### config.mk
export PLATFORM = sky130hd
export DESIGN_NAME = fpx_unit
export DESIGN_NICKNAME = d
export VERILOG_FILES = /design/src/fpx_pkg.sv /design/src/fpx_class.sv /design/src/fpx_default.sv /design/src/fpx_unit.sv
export SDC_FILE = /design/constraint.sdc
export NUM_CORES = 1
export LEC_CHECK = 0
export ABC_AREA = 1
export BUFFER_PORTS_ARGS = -buffer_cell sky130_fd_sc_hd__buf_2
export CAP_MARGIN = 20
export CORE_MARGIN = 2
export CORE_UTILIZATION = 49
export DETAILED_ROUTE_END_ITERATION = 10
export PLACE_DENSITY_LB_ADDON = 0.3
export SLEW_MARGIN = 25
export SYNTH_ARGS = -nofsm -noshare
export SYNTH_HDL_FRONTEND = slang
export SYNTH_HIERARCHICAL = 1
export SYNTH_SLANG_ARGS = --single-unit
### constraint.sdc
create_clock -name aclk -period 6.2 [get_ports aclk]
set_input_delay 0.31 -clock aclk [delete_from_list [all_inputs] [get_ports aclk]]
set_output_delay 0.31 -clock aclk [all_outputs]
set_load 0.1 [all_outputs]
### src/fpx_pkg.sv
package fpx_pkg;
   // Register byte offsets
   localparam logic [7:0] FPX_CTRL_OFF = 8'h00;
   localparam logic [7:0] FPX_STAT_OFF = 8'h04;
   localparam logic [7:0] FPX_SREQ_OFF = 8'h08;
   // Control register fields
   localparam int FPX_CTRL_VE = 0;
   localparam int FPX_CTRL_ZE = 1;
   localparam int FPX_CTRL_MLO = 2;
   localparam int FPX_CTRL_MHI = 3;
   localparam logic [3:0] FPX_CTRL_RST = 4'h0;
   // Status and software request register fields
   localparam int FPX_ST_CAUSE = 0;
   localparam int FPX_ST_ZX = 9;
   localparam int FPX_ST_FEX = 10;
   localparam int FPX_ST_FR = 11;
   localparam int FPX_ST_FI = 12;
   localparam int FPX_ST_RESULT_CLASS_FIELD = 13;
   localparam int FPX_SREQ_GO = 0;
   localparam logic [8:0] FPX_CAUSE_RST = 9'h000;
   localparam logic [4:0] FPX_RESULT_CLASS_FIELD_RST = 5'h00;
   // Invalid cause bit positions
   localparam int FPX_C_SNAN = 0;
   localparam int FPX_C_ISI = 1;
   localparam int FPX_C_IDI = 2;
   localparam int FPX_C_ZDZ = 3;
   localparam int FPX_C_IMZ = 4;
   localparam int FPX_C_VC = 5;
   localparam int FPX_C_SOFT = 6;
   localparam int FPX_C_SQRT = 7;
   localparam int FPX_C_CVI = 8;
   // Result class codes
   localparam logic [4:0] FPX_RESULT_CLASS_FIELD_QNAN = 5'h11;
   localparam logic [4:0] FPX_RESULT_CLASS_FIELD_PINF = 5'h05;
   localparam logic [4:0] FPX_RESULT_CLASS_FIELD_NINF = 5'h09;
   localparam logic [3:0] FPX_FP_CONDITION_CODE_UN = 4'h1;
   // Operand encodings
   localparam logic [10:0] FPX_EXP_MAX = 11'h7FF;
   localparam logic [10:0] FPX_EXP_LIM64 = 11'h43E;
   localparam logic [10:0] FPX_EXP_LIM32 = 11'h41E;
   localparam logic [63:0] FPX_QNAN = 64'h7FF8_0000_0000_0000;
   localparam logic [63:0] FPX_PINF = 64'h7FF0_0000_0000_0000;
   localparam logic [63:0] FPX_MAX64 = 64'h7FFF_FFFF_FFFF_FFFF;
   localparam logic [63:0] FPX_MIN64 = 64'h8000_0000_0000_0000;
   localparam logic [31:0] FPX_MAX32 = 32'h7FFF_FFFF;
   localparam logic [31:0] FPX_MIN32 = 32'h8000_0000;

   typedef enum logic [3:0] {
      FPX_MOVE = 4'h0,
      FPX_ADD = 4'h1,
      FPX_SUB = 4'h2,
      FPX_MUL = 4'h3,
      FPX_DIV = 4'h4,
      FPX_SQRT = 4'h5,
      FPX_RSQRTE = 4'h6,
      FPX_RES = 4'h7,
      FPX_CMPO = 4'h8,
      FPX_CMPU = 4'h9,
      FPX_CVT64 = 4'hA,
      FPX_CVT32 = 4'hB,
      FPX_RSP = 4'hC
   } fpx_kind_e;

   typedef struct packed {
      logic valid;
      fpx_kind_e kind;
      logic [63:0] a;
      logic [63:0] b;
   } fpx_op_s;

   typedef struct packed {
      logic valid;
      logic write;
      logic [63:0] data;
      logic suppress;
      logic prog_exc;
      logic precise;
   } fpx_res_s;

   typedef struct packed {
      logic nan;
      logic snan;
      logic inf;
      logic zero;
      logic sign;
      logic big64;
      logic big32;
   } fpx_class_s;
endpackage : fpx_pkg

### src/fpx_class.sv
`timescale 1ns/100ps
module fpx_class (
   input wire logic [63:0] value,
   output fpx_pkg::fpx_class_s cls
);
   logic [10:0] exp_f;
   logic frac_z;
   logic min_neg64;
   logic min_neg32;

   always_comb begin
      exp_f = value[62:52];
      frac_z = (value[51:0] == 52'h0);
      // The most negative integer itself still fits
      min_neg64 = value[63] && (exp_f == fpx_pkg::FPX_EXP_LIM64) && frac_z;
      min_neg32 = value[63] && (exp_f == fpx_pkg::FPX_EXP_LIM32) && (value[51:21] == 31'h0);
      cls.sign = value[63];
      cls.nan = (exp_f == fpx_pkg::FPX_EXP_MAX) && !frac_z;
      cls.snan = cls.nan && !value[51];
      cls.inf = (exp_f == fpx_pkg::FPX_EXP_MAX) && frac_z;
      cls.zero = (exp_f == 11'h000) && frac_z;
      // Before rounding; a value rounding up past the limit is not caught
      cls.big64 = (exp_f >= fpx_pkg::FPX_EXP_LIM64) && !min_neg64;
      cls.big32 = (exp_f >= fpx_pkg::FPX_EXP_LIM32) && !min_neg32;
   end
endmodule : fpx_class

### src/fpx_default.sv
`timescale 1ns/100ps
module fpx_default (
   input fpx_pkg::fpx_kind_e kind,
   input fpx_pkg::fpx_class_s ca,
   input wire logic b_sign,
   input wire logic zero_div,
   output logic [63:0] value
);
   logic sat_pos;

   always_comb begin
      sat_pos = !ca.sign && !ca.nan;
      if (zero_div) begin
         value = {ca.sign ^ b_sign, fpx_pkg::FPX_PINF[62:0]}; // RL16
      end else if (kind == fpx_pkg::FPX_CVT64) begin
         value = sat_pos ? fpx_pkg::FPX_MAX64 : fpx_pkg::FPX_MIN64; // RL11
      end else if (kind == fpx_pkg::FPX_CVT32) begin
         // High word is undefined; zero is delivered
         value = {32'h0000_0000, sat_pos ? fpx_pkg::FPX_MAX32 : fpx_pkg::FPX_MIN32}; // RL12
      end else begin
         value = fpx_pkg::FPX_QNAN; // RL10
      end
   end
endmodule : fpx_default

### src/fpx_unit.sv
`timescale 1ns/100ps
// Behaviour
// RL1 - Implicit summary set with nonzero mode pair raises program exception
// RL2 - Signaling NaN is invalid except for loads, stores, moves, selects
// RL3 - Infinity subtraction, inf/inf, 0/0, inf*0 are invalid
// RL4 - Ordered compare with NaN: invalid, flags kept, condition code unordered
// RL5 - Root of negative nonzero operand is invalid square root
// RL6 - Integer convert of infinity, NaN or oversized value is invalid
// RL7 - Software request raises invalid condition like hardware
// RL8 - Every invalid case sets one or two specific cause bits
// RL9 - Software request keeps rounding and class values written with it
// RL10 - Invalid arithmetic: flags cleared; enabled keeps target, else quiet NaN
// RL11 - Invalid 64-bit convert disabled: saturate by sign, flags cleared
// RL12 - Invalid 32-bit convert disabled: low word saturated; enabled unchanged
// RL13 - Zero divide for finite nonzero over zero, reciprocal estimates of zero
// RL14 - Zero divide sets sticky bit and clears rounding flags always
// RL15 - Enabled zero divide keeps target and class, sets summary
// RL16 - Disabled zero divide writes signed infinity, class infinity
// RL17 - Later conditions evaluated after exact result; same exception path
// RL18 - Enabled invalid or zero divide suppresses the instruction
// RL19 - Mode pair picks ignore, imprecise or precise handler invocation
// RL20 - Convert may set signaling NaN cause with convert cause
// RL21 - Sticky bits stay set until software clears them
module fpx_unit (
   input wire logic aclk,
   input wire logic aresetn,
   input wire logic [7:0] s_axi_awaddr,
   input wire logic [2:0] s_axi_awprot,
   input wire logic s_axi_awvalid,
   output logic s_axi_awready,
   input wire logic [31:0] s_axi_wdata,
   input wire logic [3:0] s_axi_wstrb,
   input wire logic s_axi_wvalid,
   output logic s_axi_wready,
   output logic [1:0] s_axi_bresp,
   output logic s_axi_bvalid,
   input wire logic s_axi_bready,
   input wire logic [7:0] s_axi_araddr,
   input wire logic [2:0] s_axi_arprot,
   input wire logic s_axi_arvalid,
   output logic s_axi_arready,
   output logic [31:0] s_axi_rdata,
   output logic [1:0] s_axi_rresp,
   output logic s_axi_rvalid,
   input wire logic s_axi_rready,
   input fpx_pkg::fpx_op_s op,
   output fpx_pkg::fpx_res_s res
);
   localparam logic [1:0] RESP_OKAY = 2'h0;
   localparam logic [1:0] RESP_SLVERR = 2'h2;
   localparam int FPX_CAUSE_HI = fpx_pkg::FPX_ST_CAUSE + 8;
   localparam int FPX_RESULT_CLASS_FIELD_HI = fpx_pkg::FPX_ST_RESULT_CLASS_FIELD + 4;

   // Bus capture
   logic [7:0] aw_addr;
   logic [31:0] w_data;
   logic [3:0] w_strb;
   logic wr_do;
   logic [31:0] wd;
   logic wr_ok;
   logic wr_ctrl;
   logic wr_stat;
   logic wr_sreq;
   logic rd_ok;
   logic [31:0] rd_word;
   logic b_done;

   // Control and status state
   logic invalid_enable;
   logic zero_divide_enable;
   logic fp_exc_mode_lo;
   logic fp_exc_mode_hi;
   logic [8:0] cause;
   logic zero_divide_sticky;
   logic enabled_exception_summary;
   logic fraction_rounded_flag;
   logic fraction_inexact_flag;
   logic [4:0] result_class_field;

   // Operation decode
   fpx_pkg::fpx_class_s ca;
   fpx_pkg::fpx_class_s cb;
   logic [63:0] dflt;
   logic two_op;
   logic is_cmp;
   logic is_cvt;
   logic [8:0] hw_cause;
   logic hw_vx;
   logic zd;
   logic soft_req;
   logic vx_en;
   logic zd_en;
   logic fex_set;
   logic mode_on;
   logic [31:0] stat_word;
   logic [8:0] cause_clr;
   logic [8:0] soft_cause;
   logic zx_clr;
   logic fex_clr;

   fpx_class u_class_a (
      .value(op.a),
      .cls(ca)
   );

   fpx_class u_class_b (
      .value(op.b),
      .cls(cb)
   );

   fpx_default u_default (
      .kind(op.kind),
      .ca(ca),
      .b_sign(cb.sign),
      .zero_div(zd),
      .value(dflt)
   );

   // Write side of the register bus
   always_comb begin
      wr_do = !s_axi_awready && !s_axi_wready && !s_axi_bvalid;
      b_done = s_axi_bvalid && s_axi_bready;
      wd = 32'h0000_0000;
      for (int i = 0; i < 4; i++) begin
         wd[i*8 +: 8] = w_strb[i] ? w_data[i*8 +: 8] : 8'h00;
      end
      wr_ctrl = wr_do && (aw_addr[7:2] == fpx_pkg::FPX_CTRL_OFF[7:2]);
      wr_stat = wr_do && (aw_addr[7:2] == fpx_pkg::FPX_STAT_OFF[7:2]);
      wr_sreq = wr_do && (aw_addr[7:2] == fpx_pkg::FPX_SREQ_OFF[7:2]);
      wr_ok = wr_ctrl || wr_stat || wr_sreq;
   end

   always_ff @(posedge aclk) begin
      if (!aresetn) begin
         s_axi_awready <= 1'b1;
         aw_addr <= 8'h00;
      end else if (s_axi_awvalid && s_axi_awready) begin
         s_axi_awready <= 1'b0;
         aw_addr <= s_axi_awaddr;
      end else if (b_done) begin
         // Slot reopens only once the response is taken
         s_axi_awready <= 1'b1;
      end
   end

   always_ff @(posedge aclk) begin
      if (!aresetn) begin
         s_axi_wready <= 1'b1;
         w_data <= 32'h0000_0000;
         w_strb <= 4'h0;
      end else if (s_axi_wvalid && s_axi_wready) begin
         s_axi_wready <= 1'b0;
         w_data <= s_axi_wdata;
         w_strb <= s_axi_wstrb;
      end else if (b_done) begin
         s_axi_wready <= 1'b1;
      end
   end

   always_ff @(posedge aclk) begin
      if (!aresetn) begin
         s_axi_bvalid <= 1'b0;
         s_axi_bresp <= RESP_OKAY;
      end else if (wr_do) begin
         s_axi_bvalid <= 1'b1;
         s_axi_bresp <= wr_ok ? RESP_OKAY : RESP_SLVERR;
      end else if (s_axi_bready) begin
         s_axi_bvalid <= 1'b0;
      end
   end

   // Read side of the register bus
   always_comb begin
      stat_word = 32'h0000_0000;
      stat_word[FPX_CAUSE_HI:fpx_pkg::FPX_ST_CAUSE] = cause;
      stat_word[fpx_pkg::FPX_ST_ZX] = zero_divide_sticky;
      stat_word[fpx_pkg::FPX_ST_FEX] = enabled_exception_summary;
      stat_word[fpx_pkg::FPX_ST_FR] = fraction_rounded_flag;
      stat_word[fpx_pkg::FPX_ST_FI] = fraction_inexact_flag;
      stat_word[FPX_RESULT_CLASS_FIELD_HI:fpx_pkg::FPX_ST_RESULT_CLASS_FIELD] = result_class_field;
      rd_ok = 1'b1;
      unique case (s_axi_araddr[7:2])
         fpx_pkg::FPX_CTRL_OFF[7:2]: begin
            rd_word = {28'h0, fp_exc_mode_hi, fp_exc_mode_lo,
               zero_divide_enable, invalid_enable};
         end
         fpx_pkg::FPX_STAT_OFF[7:2]: begin
            rd_word = stat_word;
         end
         fpx_pkg::FPX_SREQ_OFF[7:2]: begin
            rd_word = 32'h0000_0000;
         end
         default: begin
            rd_word = 32'h0000_0000;
            rd_ok = 1'b0;
         end
      endcase
   end

   always_ff @(posedge aclk) begin
      if (!aresetn) begin
         s_axi_arready <= 1'b1;
         s_axi_rvalid <= 1'b0;
         s_axi_rdata <= 32'h0000_0000;
         s_axi_rresp <= RESP_OKAY;
      end else if (s_axi_arvalid && s_axi_arready) begin
         // Data captured at the take, so a later event cannot tear it
         s_axi_arready <= 1'b0;
         s_axi_rvalid <= 1'b1;
         s_axi_rdata <= rd_word;
         s_axi_rresp <= rd_ok ? RESP_OKAY : RESP_SLVERR;
      end else if (s_axi_rvalid && s_axi_rready) begin
         s_axi_arready <= 1'b1;
         s_axi_rvalid <= 1'b0;
      end
   end

   // Control register
   always_ff @(posedge aclk) begin
      if (!aresetn) begin
         {fp_exc_mode_hi, fp_exc_mode_lo, zero_divide_enable, invalid_enable}
            <= fpx_pkg::FPX_CTRL_RST;
      end else if (wr_ctrl) begin
         invalid_enable <= wd[fpx_pkg::FPX_CTRL_VE];
         zero_divide_enable <= wd[fpx_pkg::FPX_CTRL_ZE];
         fp_exc_mode_lo <= wd[fpx_pkg::FPX_CTRL_MLO];
         fp_exc_mode_hi <= wd[fpx_pkg::FPX_CTRL_MHI];
      end
   end

   // Exception classification
   always_comb begin
      two_op = (op.kind == fpx_pkg::FPX_ADD) || (op.kind == fpx_pkg::FPX_SUB)
         || (op.kind == fpx_pkg::FPX_MUL) || (op.kind == fpx_pkg::FPX_DIV)
         || (op.kind == fpx_pkg::FPX_CMPO) || (op.kind == fpx_pkg::FPX_CMPU);
      is_cmp = (op.kind == fpx_pkg::FPX_CMPO) || (op.kind == fpx_pkg::FPX_CMPU);
      is_cvt = (op.kind == fpx_pkg::FPX_CVT64) || (op.kind == fpx_pkg::FPX_CVT32);
      hw_cause = 9'h000;
      hw_cause[fpx_pkg::FPX_C_SNAN] = (op.kind != fpx_pkg::FPX_MOVE)
         && (ca.snan || (two_op && cb.snan)); // RL2 RL20
      hw_cause[fpx_pkg::FPX_C_ISI] = ca.inf && cb.inf
         && (((op.kind == fpx_pkg::FPX_ADD) && (ca.sign != cb.sign))
         || ((op.kind == fpx_pkg::FPX_SUB) && (ca.sign == cb.sign))); // RL3
      hw_cause[fpx_pkg::FPX_C_IDI] = (op.kind == fpx_pkg::FPX_DIV)
         && ca.inf && cb.inf; // RL3
      hw_cause[fpx_pkg::FPX_C_ZDZ] = (op.kind == fpx_pkg::FPX_DIV)
         && ca.zero && cb.zero; // RL3
      hw_cause[fpx_pkg::FPX_C_IMZ] = (op.kind == fpx_pkg::FPX_MUL)
         && ((ca.inf && cb.zero) || (ca.zero && cb.inf)); // RL3
      hw_cause[fpx_pkg::FPX_C_VC] = (op.kind == fpx_pkg::FPX_CMPO)
         && (ca.nan || cb.nan); // RL4
      hw_cause[fpx_pkg::FPX_C_SQRT] = ((op.kind == fpx_pkg::FPX_SQRT)
         || (op.kind == fpx_pkg::FPX_RSQRTE))
         && ca.sign && !ca.zero && !ca.nan; // RL5
      hw_cause[fpx_pkg::FPX_C_CVI] = is_cvt && (ca.nan || ca.inf
         || ((op.kind == fpx_pkg::FPX_CVT64) ? ca.big64 : ca.big32)); // RL6
      // Idle cycles must not raise causes from stale operands
      if (!op.valid) begin
         hw_cause = 9'h000;
      end
      hw_vx = |hw_cause; // RL8
      zd = op.valid && !hw_vx && (((op.kind == fpx_pkg::FPX_DIV) && cb.zero
         && !ca.zero && !ca.inf && !ca.nan)
         || (((op.kind == fpx_pkg::FPX_RES) || (op.kind == fpx_pkg::FPX_RSQRTE))
         && ca.zero)); // RL13
      soft_req = wr_sreq && wd[fpx_pkg::FPX_SREQ_GO]; // RL7
      vx_en = (hw_vx || soft_req) && invalid_enable;
      zd_en = zd && zero_divide_enable; // RL15
      fex_set = vx_en || zd_en;
      mode_on = fp_exc_mode_hi || fp_exc_mode_lo; // RL19
   end

   // Write-one-to-clear masks and the software cause
   always_comb begin
      cause_clr = wr_stat ? wd[FPX_CAUSE_HI:fpx_pkg::FPX_ST_CAUSE] : 9'h000;
      zx_clr = wr_stat && wd[fpx_pkg::FPX_ST_ZX];
      fex_clr = wr_stat && wd[fpx_pkg::FPX_ST_FEX];
      soft_cause = 9'h000;
      soft_cause[fpx_pkg::FPX_C_SOFT] = soft_req; // RL7
   end

   // Sticky cause bits: a new event wins over a clear in the same cycle
   always_ff @(posedge aclk) begin
      if (!aresetn) begin
         cause <= fpx_pkg::FPX_CAUSE_RST;
         zero_divide_sticky <= 1'b0;
         enabled_exception_summary <= 1'b0;
      end else begin
         cause <= (cause & ~cause_clr) | hw_cause | soft_cause; // RL8 RL21
         zero_divide_sticky <= (zero_divide_sticky && !zx_clr) || zd; // RL14 RL21
         enabled_exception_summary <= (enabled_exception_summary && !fex_clr)
            || fex_set; // RL10 RL15 RL21
      end
   end

   // Rounding flags
   always_ff @(posedge aclk) begin
      if (!aresetn) begin
         fraction_rounded_flag <= 1'b0;
         fraction_inexact_flag <= 1'b0;
      end else if ((hw_vx && !is_cmp) || zd) begin
         // Hardware event outranks a software write in the same cycle
         fraction_rounded_flag <= 1'b0; // RL10 RL11 RL14
         fraction_inexact_flag <= 1'b0;
      end else if (wr_stat || wr_sreq) begin
         fraction_rounded_flag <= wd[fpx_pkg::FPX_ST_FR]; // RL9
         fraction_inexact_flag <= wd[fpx_pkg::FPX_ST_FI];
      end
   end

   // Result class field
   always_ff @(posedge aclk) begin
      if (!aresetn) begin
         result_class_field <= fpx_pkg::FPX_RESULT_CLASS_FIELD_RST;
      end else if (hw_vx && is_cmp) begin
         // Condition code is the low four class bits
         result_class_field[3:0] <= fpx_pkg::FPX_FP_CONDITION_CODE_UN; // RL4
      end else if (hw_vx && invalid_enable) begin
         result_class_field <= fpx_pkg::FPX_RESULT_CLASS_FIELD_QNAN; // RL10
      end else if (zd && !zero_divide_enable) begin
         result_class_field <= (ca.sign ^ cb.sign) ? fpx_pkg::FPX_RESULT_CLASS_FIELD_NINF
            : fpx_pkg::FPX_RESULT_CLASS_FIELD_PINF; // RL16
      end else if (!hw_vx && !zd && (wr_stat || wr_sreq)) begin
         result_class_field <= wd[FPX_RESULT_CLASS_FIELD_HI:fpx_pkg::FPX_ST_RESULT_CLASS_FIELD]; // RL9
      end
   end

   // Answer to the pipeline, one cycle after the operation
   always_ff @(posedge aclk) begin
      if (!aresetn) begin
         res <= '0;
      end else begin
         res.valid <= op.valid;
         // Suppressed work keeps every operand intact
         res.suppress <= op.valid && fex_set && !soft_req; // RL18 RL12
         // A compare never delivers a target
         res.write <= !is_cmp && ((hw_vx && !invalid_enable)
            || (zd && !zero_divide_enable)); // RL10 RL11 RL12 RL16
         res.data <= dflt;
         // Exception taken only outside ignore mode
         res.prog_exc <= fex_set && mode_on; // RL1 RL17 RL19
         res.precise <= fp_exc_mode_hi && fp_exc_mode_lo; // RL19
      end
   end
endmodule : fpx_unit

== Word-level counts from Yosys, hierarchy flattened ==
Index checks and enable logic that the tools add are counted.

* Bitwise gates (word level): 7
* Equality and inequality tests: 21
* Order comparisons: 2
* Reductions and logical operators: 137
* Multiplexer cells: 29

{| class="wikitable"
|+ Operators by type and width
! cell !! count
|-
| $mux 64 || 3
|-
| $logic_not 52->1 || 2
|-
| $logic_and 1x1->1 || 69
|-
| $mux 63 || 1
|-
| $eq 11x11->1 const B || 4
|-
| $pmux 18 s2 || 1
|-
| $mux 32 || 1
|-
| $logic_not 31->1 || 1
|-
| $logic_or 1x1->1 || 26
|-
| $ge 11x11->1 const B || 2
|-
| $logic_not 11->1 || 2
|-
| $logic_not 1->1 || 21
|-
| $mux 9 || 2
|-
| $eq 4x3->1 const B || 4
|-
| $eq 4x4->1 const B || 4
|-
| $mux 8 || 2
|-
| $mux 5 || 3
|-
| $eq 6x1->1 const B || 2
|-
| $eq 6x2->1 const B || 2
|-
| $logic_not 6->1 || 2
|-
| $mux 1 || 12
|-
| $reduce_bool 2->1 || 5
|-
| $and 9x9->9 || 1
|-
| $not 9->9 || 1
|-
| 16 further kinds || 23
|}

* Word-level logic and storage cells: 226
* Input bits: 198
* Flip-flop bits (word level): 161
* Output and inout bits: 110

== Logic depth before layout (Yosys ltp) ==
Gate-level depths: netlist of run 1.

* Depth in word-level cells: 21
* Mapped depth: 22
* Depth with buffers taken out: 22

== Hierarchy ==
The synthesis of run 1 kept the hierarchy.

{| class="wikitable"
|+ Modules (own cells, without submodules)
! module !! seq. area each (µm²) !! area an instance (µm²) !! times used !! cells an instance
|-
| fpx_unit || 2,862.7 || 5,306.3 || 1 || 694
|-
| fpx_class || 0.0 || 613.1 || 2 || 140
|-
| fpx_default || 0.0 || 571.8 || 1 || 88
|}

== Worst setup path before layout of run 1 ==
OpenSTA, ideal clock, no wires.

* Kind: input port to flip-flop
* Start point: in op[27] (netlist name)
* End point: reg res[10] (netlist name)
* Required time: 6,143 ps
* Arrival: 3,609 ps
* Setup time: 57 ps
* Setup slack: 2,534 ps
* Path buffers: 1
* Stages on the path: 18
* Path through: nor2_1 -> nand2_1 -> nor2_1 -> nand2_1 -> nor2_2 -> nand2_2 -> nor2_1 -> nand2_1 -> a21oi_1 -> nand3_1 -> nand3_1 -> nor2_4 -> nand3_2 -> inv_1 -> nor3_1 -> buf_4 -> nand2_1 -> inv_1

{| class="wikitable"
|+ RTL lines
! element !! RTL line !! source
|-
| from (decl) || fpx_unit.sv:46 || <nowiki>input fpx_pkg::fpx_op_s op,</nowiki>
|-
| to (decl) || fpx_unit.sv:47 || <nowiki>output fpx_pkg::fpx_res_s res</nowiki>
|}

==> qor.log, run 1 <==
qor: setup_path.rr_worst_depth 9
qor: setup_path.cpMaxStageDelayCell sky130_fd_sc_hd__nor3_2
qor: die.dieHeight 122 um
qor: global_route.grt_antenna_before_repair 0
qor: timing.fin_hold_viols 0
qor: setup_path.critPathMostFrequentCell sky130_fd_sc_hd__nand2_1
qor: global_route.first_global_vias 6026
qor: flow_run.maxCapViolations 0
qor: setup_path.timing.reg2reg.setup_slack 3940 ps
qor: hold_path.min_from s_axi_wdata[6]
qor: layout.layout-drive-gt1-share 29.6%
qor: hold_path.worst_hold_path_type input port to register
qor: setup_path.worstPathCellList buf_2 -> nor2_1 -> nand2_1 -> nor2_1 -> nand2_1 -> nor2_2 -> nand2_2 -> nor2_1 -> nand2_1 -> a21oi_1 -> nand3_1 -> nand3_1 -> nor2_4 -> nand3_2 -> inv_1 -> nor3_2 -> buf_4 -> nand2_1 -> inv_1
qor: global_route.grt_use_total 22.2%
qor: setup_path.timing.critical_path.to_type register
qor: yosys.post_synth_inst_count 1000
qor: power_and_ir_drop.irDropWorstVdd 0.247 mV
qor: yosys.mappedNetlistArea 0.00686 mm2
qor: clock_network.clock_path_buffers 2
qor: setup_path.critical_setup_path_kind input port to register
qor: die.fp.coreArea 0.0138 mm2
qor: placed_design.dpl.hpwl 12300 um
qor: clock_network.cts_tree done
qor: timing.slew_violations 0
qor: layout.antenna_cells_inserted 0
qor: yosys.ys_warn_count 6
qor: setup_path.cp-start-kind input port
qor: detailed_routing.totalWireLength 16200 um
qor: setup_path.cp_num_buf_inv 4
qor: global_route.grt_remaining_overflow 0
qor: timing.timing.final.crit_period 2560 ps
qor: setup_path.crit_path_end res[8]
qor: clock_network.cts-root-buf sky130_fd_sc_hd__clkbuf_16
qor: timing.finalCritPeriodShare 41.3%
qor: die.start_util 49.8%
qor: yosys.syn_avg_cell_area 6.86 um2
qor: setup_path.worst_r2r_startpoint s_axi_bvalid
qor: layout.post_layout_nonfiller_instances 1393
qor: timing.unrepaired_setup_endpoints_after_global_routing no
qor: timing.tightest_slew 805 ps
qor: detailed_routing.route.antenna.remaining_nets 0
qor: clock_network.clkLatencyLatePin 410 ps
qor: setup_path.cp_num_cells 19
qor: global_route.grt_start_max_net_pins 118
qor: setup_path.crit_path_max_fanout 29
qor: timing.slew_margin_rel 46.3%
qor: layout.area_growth 22.6%
qor: layout.final_instance_area 0.00840 mm2
qor: detailed_routing.dr_total_vias 6320
qor: detailed_routing.vias_per_cell 4.54
qor: clock_network.cts_num_sinks 143
qor: die.design.die.area 0.0150 mm2
qor: setup_path.rr_endpoint result_class_field[4]
qor: clock_network.cts-resized-gates 0
qor: detailed_routing.number_of_design_rule_violations_left_by_the_first_detailed_router_iteration 378
qor: setup_path.max_stage_delay 360 ps
qor: setup_path.setup.worst_path.start op[111]
qor: clock_network.cts_inserted_buffers 17
qor: power_and_ir_drop.cellLeakagePower 4.59 nW
qor: detailed_routing.initial_drt_pass_iterations 5
qor: status.outcome complete, no violations
qor: setup_path.critPathArrivalTime 2910 ps
qor: global_route.grt_pass1_wl 26600 um
qor: timing.fmaxAchievable 391 MHz
qor: die.num_rows 43
qor: setup_path.timing.critical_path.max_delay_family simple AND/OR/NAND/NOR gates
qor: placed_design.placed_instances 1361
qor: die.chipWidth 122 um
qor: timing.setup_tns 0 ps
qor: placed_design.port_buffers 266
qor: clock_network.cts_htree_levels 4
qor: timing.setup_viol 0
qor: detailed_routing.remaining_drc_errors 0
qor: placed_design.postPlaceCellArea 0.00783 mm2
qor: placed_design.gp_congestion 0.834
qor: timing.clock-skew-final 4.08 ps
qor: clock_network.cts.reportedPaths.clkPinSlew 60 ps
qor: clock_network.cts.repair_timing.setup_buffer_count 0
qor: clock_network.post_cts_hold_buffer_count 0
qor: die.ioPinCount 308
qor: layout.fillerInstances 1347
qor: detailed_routing.wire_per_inst 11.6 um
qor: power_and_ir_drop.pwr_density_cell 282 mW/mm2
qor: layout.final_nets 1398
qor: setup_path.cp.required 6550 ps
## flip-flops by register name (all words and copies together), names as in the netlist, 3 cells and up
| signal | flops |
|---|---|
| w_strb | 3 |
| cause | 9 |
| result_class_field | 5 |
| w_data | 18 |
| aw_addr | 6 |
| res | 69 |
| s_axi_rdata | 18 |
## layout by cell type, fill, tap and decap left out, drive strengths merged
cell type,count
clkbuf,18
and2,3
conb,16
nor3,11
nand2,230
o211ai,1
clkinv,10
a21oi,41
clkinvlp,4
xor2,1
bufinv,2
nand3,30
nor4,4
o21a,5
dfxtp,143
o21bai,1
inv,145
a211oi,4
nand3b,1
buf,268
o21ai,69
nand4,11
nor2,195
## layer usage
metal / track usage, % / vias to the layer above / share of wire, %
met5: 0 / - / 0
met4: 7.04 / 0 / 1.8
met3: 6.04 / 23 / 6.4
met2: 37.3 / 184 / 47
met1: 27.6 / 2746 / 45
li1: - / 3367 / -
## report_power, final
| group | internal, mW | switching, mW | total [mW] |
|---|---|---|---|
| logic | 0.0948 | 0.325 | 0.420 |
| registers | 0.958 | 0.0202 | 0.978 |
| clock network | 0.590 | 0.378 | 0.968 |
| total | 1.64 | 0.724 | 2.37 |
## through the flow
step	total power, mW	hold WS, ps	utilization [%]	setup slack [ps]
6_report	2.37	152	61.0	3640
4_1_cts	2.39	144	61.0	3600
2_1_floorplan	1.33	429	-	2550
3_3_place_gp	1.41	439	56.8	3040
3_5_place_dp	1.42	448	56.8	3220
5_1_grt	2.46	153	61.0	3320
## worst min-delay path by stage
stage | to | slack (ps) | cells past startpoint
floorplan | aw_addr[6] | 430 | 2
global placement | aw_addr[6] | 440 | 2
detailed placement | aw_addr[6] | 450 | 2
CTS | w_strb[0] | 140 | 3
global route | w_data[17] | 150 | 3
finish | w_data[6] | 150 | 3
## final cells by class
type                       instances  area [um2]  area share, %
timing repair buffer             268        1350           16.1
sequential                       143        2860           34.1
clock buffer                      18         429           5.11
inverter                         147         552           6.57
tap                              180         225           2.68
clock inverter                    14         145           1.73
multi-input combinational        623        2840           33.8
## worst reg2reg max path: cells and delay by family, from the launching register on
family	cells	cell delay, ps
flops	1	350
simple gates	9	1800
Note: power is estimated with default switching activity, not from simulation.
==> inputs of run 2 (changes only) <==
--- a/config.mk
+++ b/config.mk
@@ -5,11 +5,11 @@
 export SDC_FILE = /design/constraint.sdc
 export NUM_CORES = 1
 export LEC_CHECK = 0
-export ABC_AREA = 1
+export ABC_AREA = 0
 export BUFFER_PORTS_ARGS = -buffer_cell sky130_fd_sc_hd__buf_2
 export CAP_MARGIN = 20
 export CORE_MARGIN = 2
-export CORE_UTILIZATION = 49
+export CORE_UTILIZATION = 43
 export DETAILED_ROUTE_END_ITERATION = 10
 export PLACE_DENSITY_LB_ADDON = 0.3
 export SLEW_MARGIN = 25
==> constraint.sdc (replaced) <==
create_clock -name aclk -period 2.3 [get_ports aclk]
set_input_delay 0.115 -clock aclk [delete_from_list [all_inputs] [get_ports aclk]]
set_output_delay 0.115 -clock aclk [all_outputs]
set_load 0.1 [all_outputs]
==> run 2 against run 1 <==
Compared with the run above:
- the run now ends with setup timing left
- first-iteration DRC count down 22%
- critical path depth fell by 3
- combinational power up 130%
- cell count is 15% lower
- non-clock buffer count is 92 higher
- largest power group is now the clock network
==> qor.log, run 2 <==
qor: status.outcome finished, violations left
qor: status.violations setup timing
qor: setup_path.cp-start-kind input port
qor: placed_design.placed_instances 1113
qor: layout.fillerInstances 1179
qor: yosys.syn_avg_cell_area 8.83 um2
qor: timing.pnr_worst_setup_slack -146 ps
qor: clock_network.clock_path_buffers 2
qor: layout.layout-drive-gt1-share 43.0%
qor: yosys.ys_warn_count 6
qor: timing.worst_hold_slack 15.3 ps
qor: layout.final_nets 1191
qor: setup_path.critical_setup_path_kind input port to register
qor: clock_network.cts_num_sinks 143
qor: placed_design.port_buffers 266
qor: die.ioPinCount 308
qor: setup_path.setup.worst_path.start op[100]
qor: yosys.mappedNetlistArea 0.00619 mm2
qor: layout.top_regs res (69), s_axi_rdata (18), w_data (18)
qor: placed_design.dpl.hpwl 13100 um
qor: layout.top_register_by_number_of_flip_flops res
qor: flow_run.maxCapViolations 0
qor: layout.post_layout_nonfiller_instances 1187
qor: detailed_routing.vias_per_cell 4.94
qor: timing.fin_hold_viols 0
qor: setup_path.crit_path_max_fanout 8
qor: detailed_routing.wire_per_inst 15.7 um
qor: global_route.grt_use_total 23.9%
qor: detailed_routing.dr_total_vias 5858
qor: power_and_ir_drop.irDropWorstVdd 0.631 mV
qor: detailed_routing.initial_drt_pass_iterations 4
qor: power_and_ir_drop.cellLeakagePower 4.07 nW
qor: clock_network.cts_tree done
qor: timing.setup_viol 67
qor: timing.timing.final.crit_period 2450 ps
qor: timing.finalCritPeriodShare 106%
qor: yosys.post_synth_inst_count 701
qor: layout.most_common_cell_after_layout_fill_and_taps_aside sky130_fd_sc_hd__buf_2
qor: clock_network.cts_htree_levels 4
qor: layout.area_growth 46.4%
qor: layout.flip_flop_count_of_the_largest_register_after_layout 69
qor: timing.unrepaired_setup_endpoints_after_global_routing yes
qor: hold_path.worst_hold_path_type input port to register
qor: timing.tightest_slew 697 ps
qor: layout.fin_util 64.8%
qor: hold_path.min_from aresetn
qor: die.chipWidth 124 um
qor: clock_network.clkLatencyLatePin 430 ps
qor: clock_network.cts_inserted_buffers 17
qor: detailed_routing.remaining_drc_errors 0
qor: setup_path.worst_r2r_startpoint aw_addr[6]
qor: die.dieHeight 124 um
qor: timing.slew_violations 0
qor: die.design.die.area 0.0154 mm2
qor: setup_path.cp.required 2660 ps
qor: clock_network.cts-root-buf sky130_fd_sc_hd__clkbuf_16
qor: die.start_util 44.3%
qor: detailed_routing.totalWireLength 18600 um
qor: die.num_rows 43
qor: power_and_ir_drop.fin_total_pwr 6.48 mW
qor: die.fp.coreArea 0.0140 mm2
qor: global_route.grt_pass1_wl 28000 um
qor: timing.fmaxAchievable 409 MHz
qor: global_route.grt_remaining_overflow 0
qor: setup_path.critPathArrivalTime 2810 ps
qor: layout.mostFrequentLayoutCells 257 x sky130_fd_sc_hd__buf_2, 143 x sky130_fd_sc_hd__dfxtp_1, 90 x sky130_fd_sc_hd__nand2_1
qor: power_and_ir_drop.pwr_density_cell 715 mW/mm2
qor: placed_design.gp_congestion 0.981
qor: detailed_routing.route.antenna.remaining_nets 0
qor: placed_design.detailedPlace.worstSlack -687 ps
qor: timing.clock-skew-final 11.2 ps
qor: global_route.first_global_vias 5542
qor: timing.slew_margin_rel 53.4%
qor: detailed_routing.number_of_design_rule_violations_left_by_the_first_detailed_router_iteration 293
qor: clock_network.cts.reportedPaths.clkPinSlew 60 ps
qor: global_route.grt_start_max_net_pins 68
qor: global_route.grt_antenna_before_repair 2
qor: setup_path.timing.critical_path.to_type register
-- run 2: path summary, 6_finish.rpt --
kind	endpoint	slack (ps)	cells after the start
max	res[18]	-150	16
min	s_axi_wready	20	2
max reg2reg	result_class_field[1]	230	6
min reg2reg	w_data[10]	450	2
-- run 2: per-layer routing --
metal	up-vias	track usage [%]	routed length [um]
met5	-	0	25
met1	2699	30.8	8240
met2	216	38.1	8660
li1	2907	-	-
met3	32	7.14	1450
met4	4	8.29	252
-- run 2: worst max-delay path, stage by stage --
cell and delay, ps:
sky130_fd_sc_hd__buf_6 100, sky130_fd_sc_hd__nor4_4 270, sky130_fd_sc_hd__nand4_1 220, sky130_fd_sc_hd__nor4_4 320, sky130_fd_sc_hd__buf_4 170, sky130_fd_sc_hd__and3_4 190
sky130_fd_sc_hd__nor3_2 40, sky130_fd_sc_hd__a32o_2 240, sky130_fd_sc_hd__and2_4 140, sky130_fd_sc_hd__nand2_2 70, sky130_fd_sc_hd__inv_2 40, sky130_fd_sc_hd__nand4bb_4 240
sky130_fd_sc_hd__nor3_4 240, sky130_fd_sc_hd__buf_12 150, sky130_fd_sc_hd__clkbuf_16 140, sky130_fd_sc_hd__and2_1 120
-- run 2: power by group --
part / internal [mW] / switching [mW] / total [mW]
Clock: 1.88 / 1.05 / 2.93
Combinational: 0.303 / 0.670 / 0.972
Sequential: 2.55 / 0.0396 / 2.59
-- run 2: layout make-up --
class	instances	area (um2)	area share [%]
diodes	1	2.50	0.0276
clock buffers	20	457	5.04
clock inverters	12	184	2.03
inverters	13	48.8	0.538
multi-input cells	458	3020	33.3
flip-flops and latches	143	2860	31.6
well taps	180	225	2.48
repair buffers	360	2260	25.0
-- run 2: timing repair --
action                                 in CTS  in global routing
setup buffers                               2                  4
setup endpoints to repair                  72                 74
endpoints found under the hold margin      30                  0
resized for setup                          34                 31
pin swaps                                  12                 22
gates cloned                                3                  4
hold buffers                               29                  0
-- run 2: metrics by stage --
step	TNS, ps	area [um2]
global placement	-38220	7670
CTS	-3640	8790
detailed placement	-40210	7670
floorplan	-37850	6380
global route	-14730	9060
finish	-6720	9070
==> inputs of run 3 (changes only) <==
--- a/config.mk
+++ b/config.mk
@@ -5,11 +5,10 @@
 export SDC_FILE = /design/constraint.sdc
 export NUM_CORES = 1
 export LEC_CHECK = 0
-export ABC_AREA = 0
+export ABC_AREA = 1
 export BUFFER_PORTS_ARGS = -buffer_cell sky130_fd_sc_hd__buf_2
 export CAP_MARGIN = 20
-export CORE_MARGIN = 2
-export CORE_UTILIZATION = 43
+export CORE_UTILIZATION = 44
 export DETAILED_ROUTE_END_ITERATION = 10
 export PLACE_DENSITY_LB_ADDON = 0.3
 export SLEW_MARGIN = 25
==> run 3 against run 2 <==
Compared with the run above:
- the flow now finishes without violations
- non-clock buffer count shrank 56
- critical path depth grew 4
- final area shrank 2.3%
- clock power shrank 3%
- register-to-register slack gained 360 ps
- via count grew 8.6%
- clock-buffer cell count shrank 1
- sequential share of layout area grew 0.76 points
- first-iteration DRC count shrank 13%
- global-route usage shrank 3.0 points
- combinational power grew 21%
- power grew 2.6%
- critical path type unchanged
==> qor.log, run 3 (synthesized netlist as in run 1, its figures left out) <==
qor: status.outcome complete, no violations
qor: die.fp.coreArea 0.0152 mm2
qor: layout.area_growth 29.1%
qor: detailed_routing.totalWireLength 16100 um
qor: layout.layout-drive-gt1-share 29.9%
qor: global_route.grt_start_max_net_pins 48
qor: setup_path.cp-start-kind input port
qor: setup_path.cp.required 2660 ps
qor: timing.tightest_slew 680 ps
qor: timing.finalCritPeriodShare 81.3%
qor: detailed_routing.initial_drt_pass_iterations 4
qor: die.dieHeight 127 um
qor: power_and_ir_drop.pwr_density_cell 752 mW/mm2
qor: layout.final_nets 1434
qor: layout.antenna_cells_inserted 0
qor: layout.top_regs res (69), s_axi_rdata (18), w_data (18)
qor: timing.timing.final.crit_period 1870 ps
qor: global_route.grt_remaining_overflow 0
qor: global_route.grt_use_total 20.9%
qor: clock_network.cts-root-buf sky130_fd_sc_hd__clkbuf_16
qor: detailed_routing.dr_total_vias 6360
qor: clock_network.cts_inserted_buffers 17
qor: layout.final_instance_area 0.00885 mm2
qor: power_and_ir_drop.fin_total_pwr 6.66 mW
qor: flow_run.maxCapViolations 0
qor: setup_path.timing.critical_path.to_type register
qor: detailed_routing.remaining_drc_errors 0
qor: timing.setup_viol 0
qor: placed_design.postPlaceCellArea 0.00794 mm2
qor: die.num_rows 45
qor: setup_path.timing.reg2reg.setup_slack 590 ps
qor: hold_path.min_from op[132]
qor: detailed_routing.number_of_design_rule_violations_left_by_the_first_detailed_router_iteration 254
qor: clock_network.cts_htree_levels 4
qor: timing.fmaxAchievable 535 MHz
qor: clock_network.cts_tree done
qor: power_and_ir_drop.cellLeakagePower 4.77 nW
qor: detailed_routing.route.antenna.remaining_nets 0
qor: detailed_routing.wire_per_inst 11.2 um
qor: placed_design.detailedPlace.worstSlack -21.0 ps
qor: timing.slew_margin_rel 54.4%
qor: hold_path.min_delay_path_depth 3
qor: clock_network.clkLatencyLatePin 420 ps
qor: layout.most_common_cell_after_layout_fill_and_taps_aside sky130_fd_sc_hd__buf_2
qor: layout.top_register_by_number_of_flip_flops res
qor: hold_path.worst_hold_path_type input port to register
qor: setup_path.critical_setup_path_kind input port to register
qor: placed_design.port_buffers 266
qor: clock_network.cts.reportedPaths.clkPinSlew 60 ps
qor: layout.flip_flop_count_of_the_largest_register_after_layout 69
qor: global_route.first_global_vias 6063
qor: setup_path.critPathArrivalTime 2230 ps
qor: layout.fillerInstances 1474
qor: power_and_ir_drop.irDropWorstVdd 0.525 mV
qor: hold_path.hold_path_end res[68]
qor: timing.pnr_worst_setup_slack 430 ps
qor: timing.clock-skew-final 12.7 ps
qor: die.ioPinCount 308
qor: layout.mostFrequentLayoutCells 265 x sky130_fd_sc_hd__buf_2, 216 x sky130_fd_sc_hd__nand2_1, 170 x sky130_fd_sc_hd__nor2_1
qor: timing.unrepaired_setup_endpoints_after_global_routing no
qor: timing.fin_hold_viols 0
qor: setup_path.worst_r2r_startpoint s_axi_bvalid
qor: setup_path.rr_worst_depth 10
qor: clock_network.cts-resized-gates 0
qor: timing.slew_violations 0
qor: clock_network.clock_path_buffers 2
qor: die.chipWidth 127 um
qor: clock_network.cts.repair_timing.setup_buffer_count 0
qor: global_route.grt_antenna_before_repair 0
qor: die.design.die.area 0.0161 mm2
qor: die.start_util 45.1%
qor: setup_path.rr_endpoint result_class_field[0]
qor: global_route.grt_pass1_wl 26900 um
qor: placed_design.gp_congestion 0.881
qor: setup_path.crit_path_max_fanout 11
qor: placed_design.dpl.hpwl 12300 um
qor: timing.setup_tns 0 ps
qor: detailed_routing.vias_per_cell 4.43
qor: clock_network.cts_num_sinks 143
==> run 3: area by class of cell <==
cell class	instances	area, um2	share of cell area, %
tap	188	235	2.66
clock buffer	19	433	4.89
clock inverter	13	188	2.12
inverter	147	552	6.23
timing repair buffer	304	1720	19.4
multi-input combinational	623	2870	32.4
sequential	143	2860	32.3
==> run 3: critical path: stages <==
cell                      delay [ps]
sky130_fd_sc_hd__buf_2           110
sky130_fd_sc_hd__nor2_1          120
sky130_fd_sc_hd__nand2_1          70
sky130_fd_sc_hd__nor2_1           90
sky130_fd_sc_hd__nand2_1          60
sky130_fd_sc_hd__nor2_1          120
sky130_fd_sc_hd__nand2_2         100
sky130_fd_sc_hd__nand2_2          90
sky130_fd_sc_hd__inv_2            60
sky130_fd_sc_hd__nor2_1          120
sky130_fd_sc_hd__nand3_1          90
sky130_fd_sc_hd__nand2_1         120
sky130_fd_sc_hd__nand3_2         110
sky130_fd_sc_hd__nor2_4          120
sky130_fd_sc_hd__nand3_2          80
sky130_fd_sc_hd__inv_2           140
sky130_fd_sc_hd__inv_1            90
sky130_fd_sc_hd__nand2_1         270
sky130_fd_sc_hd__nand2_1         100
sky130_fd_sc_hd__inv_1            60
==> run 3: report_power, final <==
| group | internal, mW | switching, mW | leakage, nW |
|---|---|---|---|
| registers | 2.58 | 0.0562 | 1.17 |
| clock network | 1.82 | 1.02 | 0.294 |
| logic | 0.295 | 0.885 | 3.31 |
==> run 3: how the worst max path moves through the flow <==
stage | slack, ps | cells after the start | end | from
2_1_floorplan | 0.6 | 18 | res[52] | op[65]
3_3_place_gp | 0.9 | 20 | res[57] | op[111]
3_5_place_dp | -20 | 20 | res[59] | op[77]
4_1_cts | 410 | 20 | res[57] | op[77]
5_1_grt | 120 | 20 | res[56] | op[73]
6_report | 430 | 20 | res[59] | op[77]
==> run 3: metrics by stage <==
step | cells | util (%) | hold WS (ps)
after floorplan | 1015 | - | 242
after global routing | 1437 | 58.2 | 24.9
final | 1437 | 58.2 | 25.8
after global placement | 1376 | 52.2 | 368
after detailed placement | 1376 | 52.2 | 371
after CTS | 1437 | 58.2 | 14.4
==> run 3: repair_timing <==
| action | in CTS | in global routing |
|---|---|---|
| hold buffers | 29 | 0 |
| endpoints found under the setup margin | 0 | 0 |
| endpoints found under the hold margin | 29 | 0 |
==> run 3: metal layers <==
layer / vias to the layer above / routed length [um] / GRT usage (%)
li1: 3436 / - / -
met1: 2695 / 7350 / 25.2
met2: 195 / 7550 / 35.1
met3: 34 / 806 / 4.77
met4: 0 / 395 / 10.2
met5: - / 0 / 0
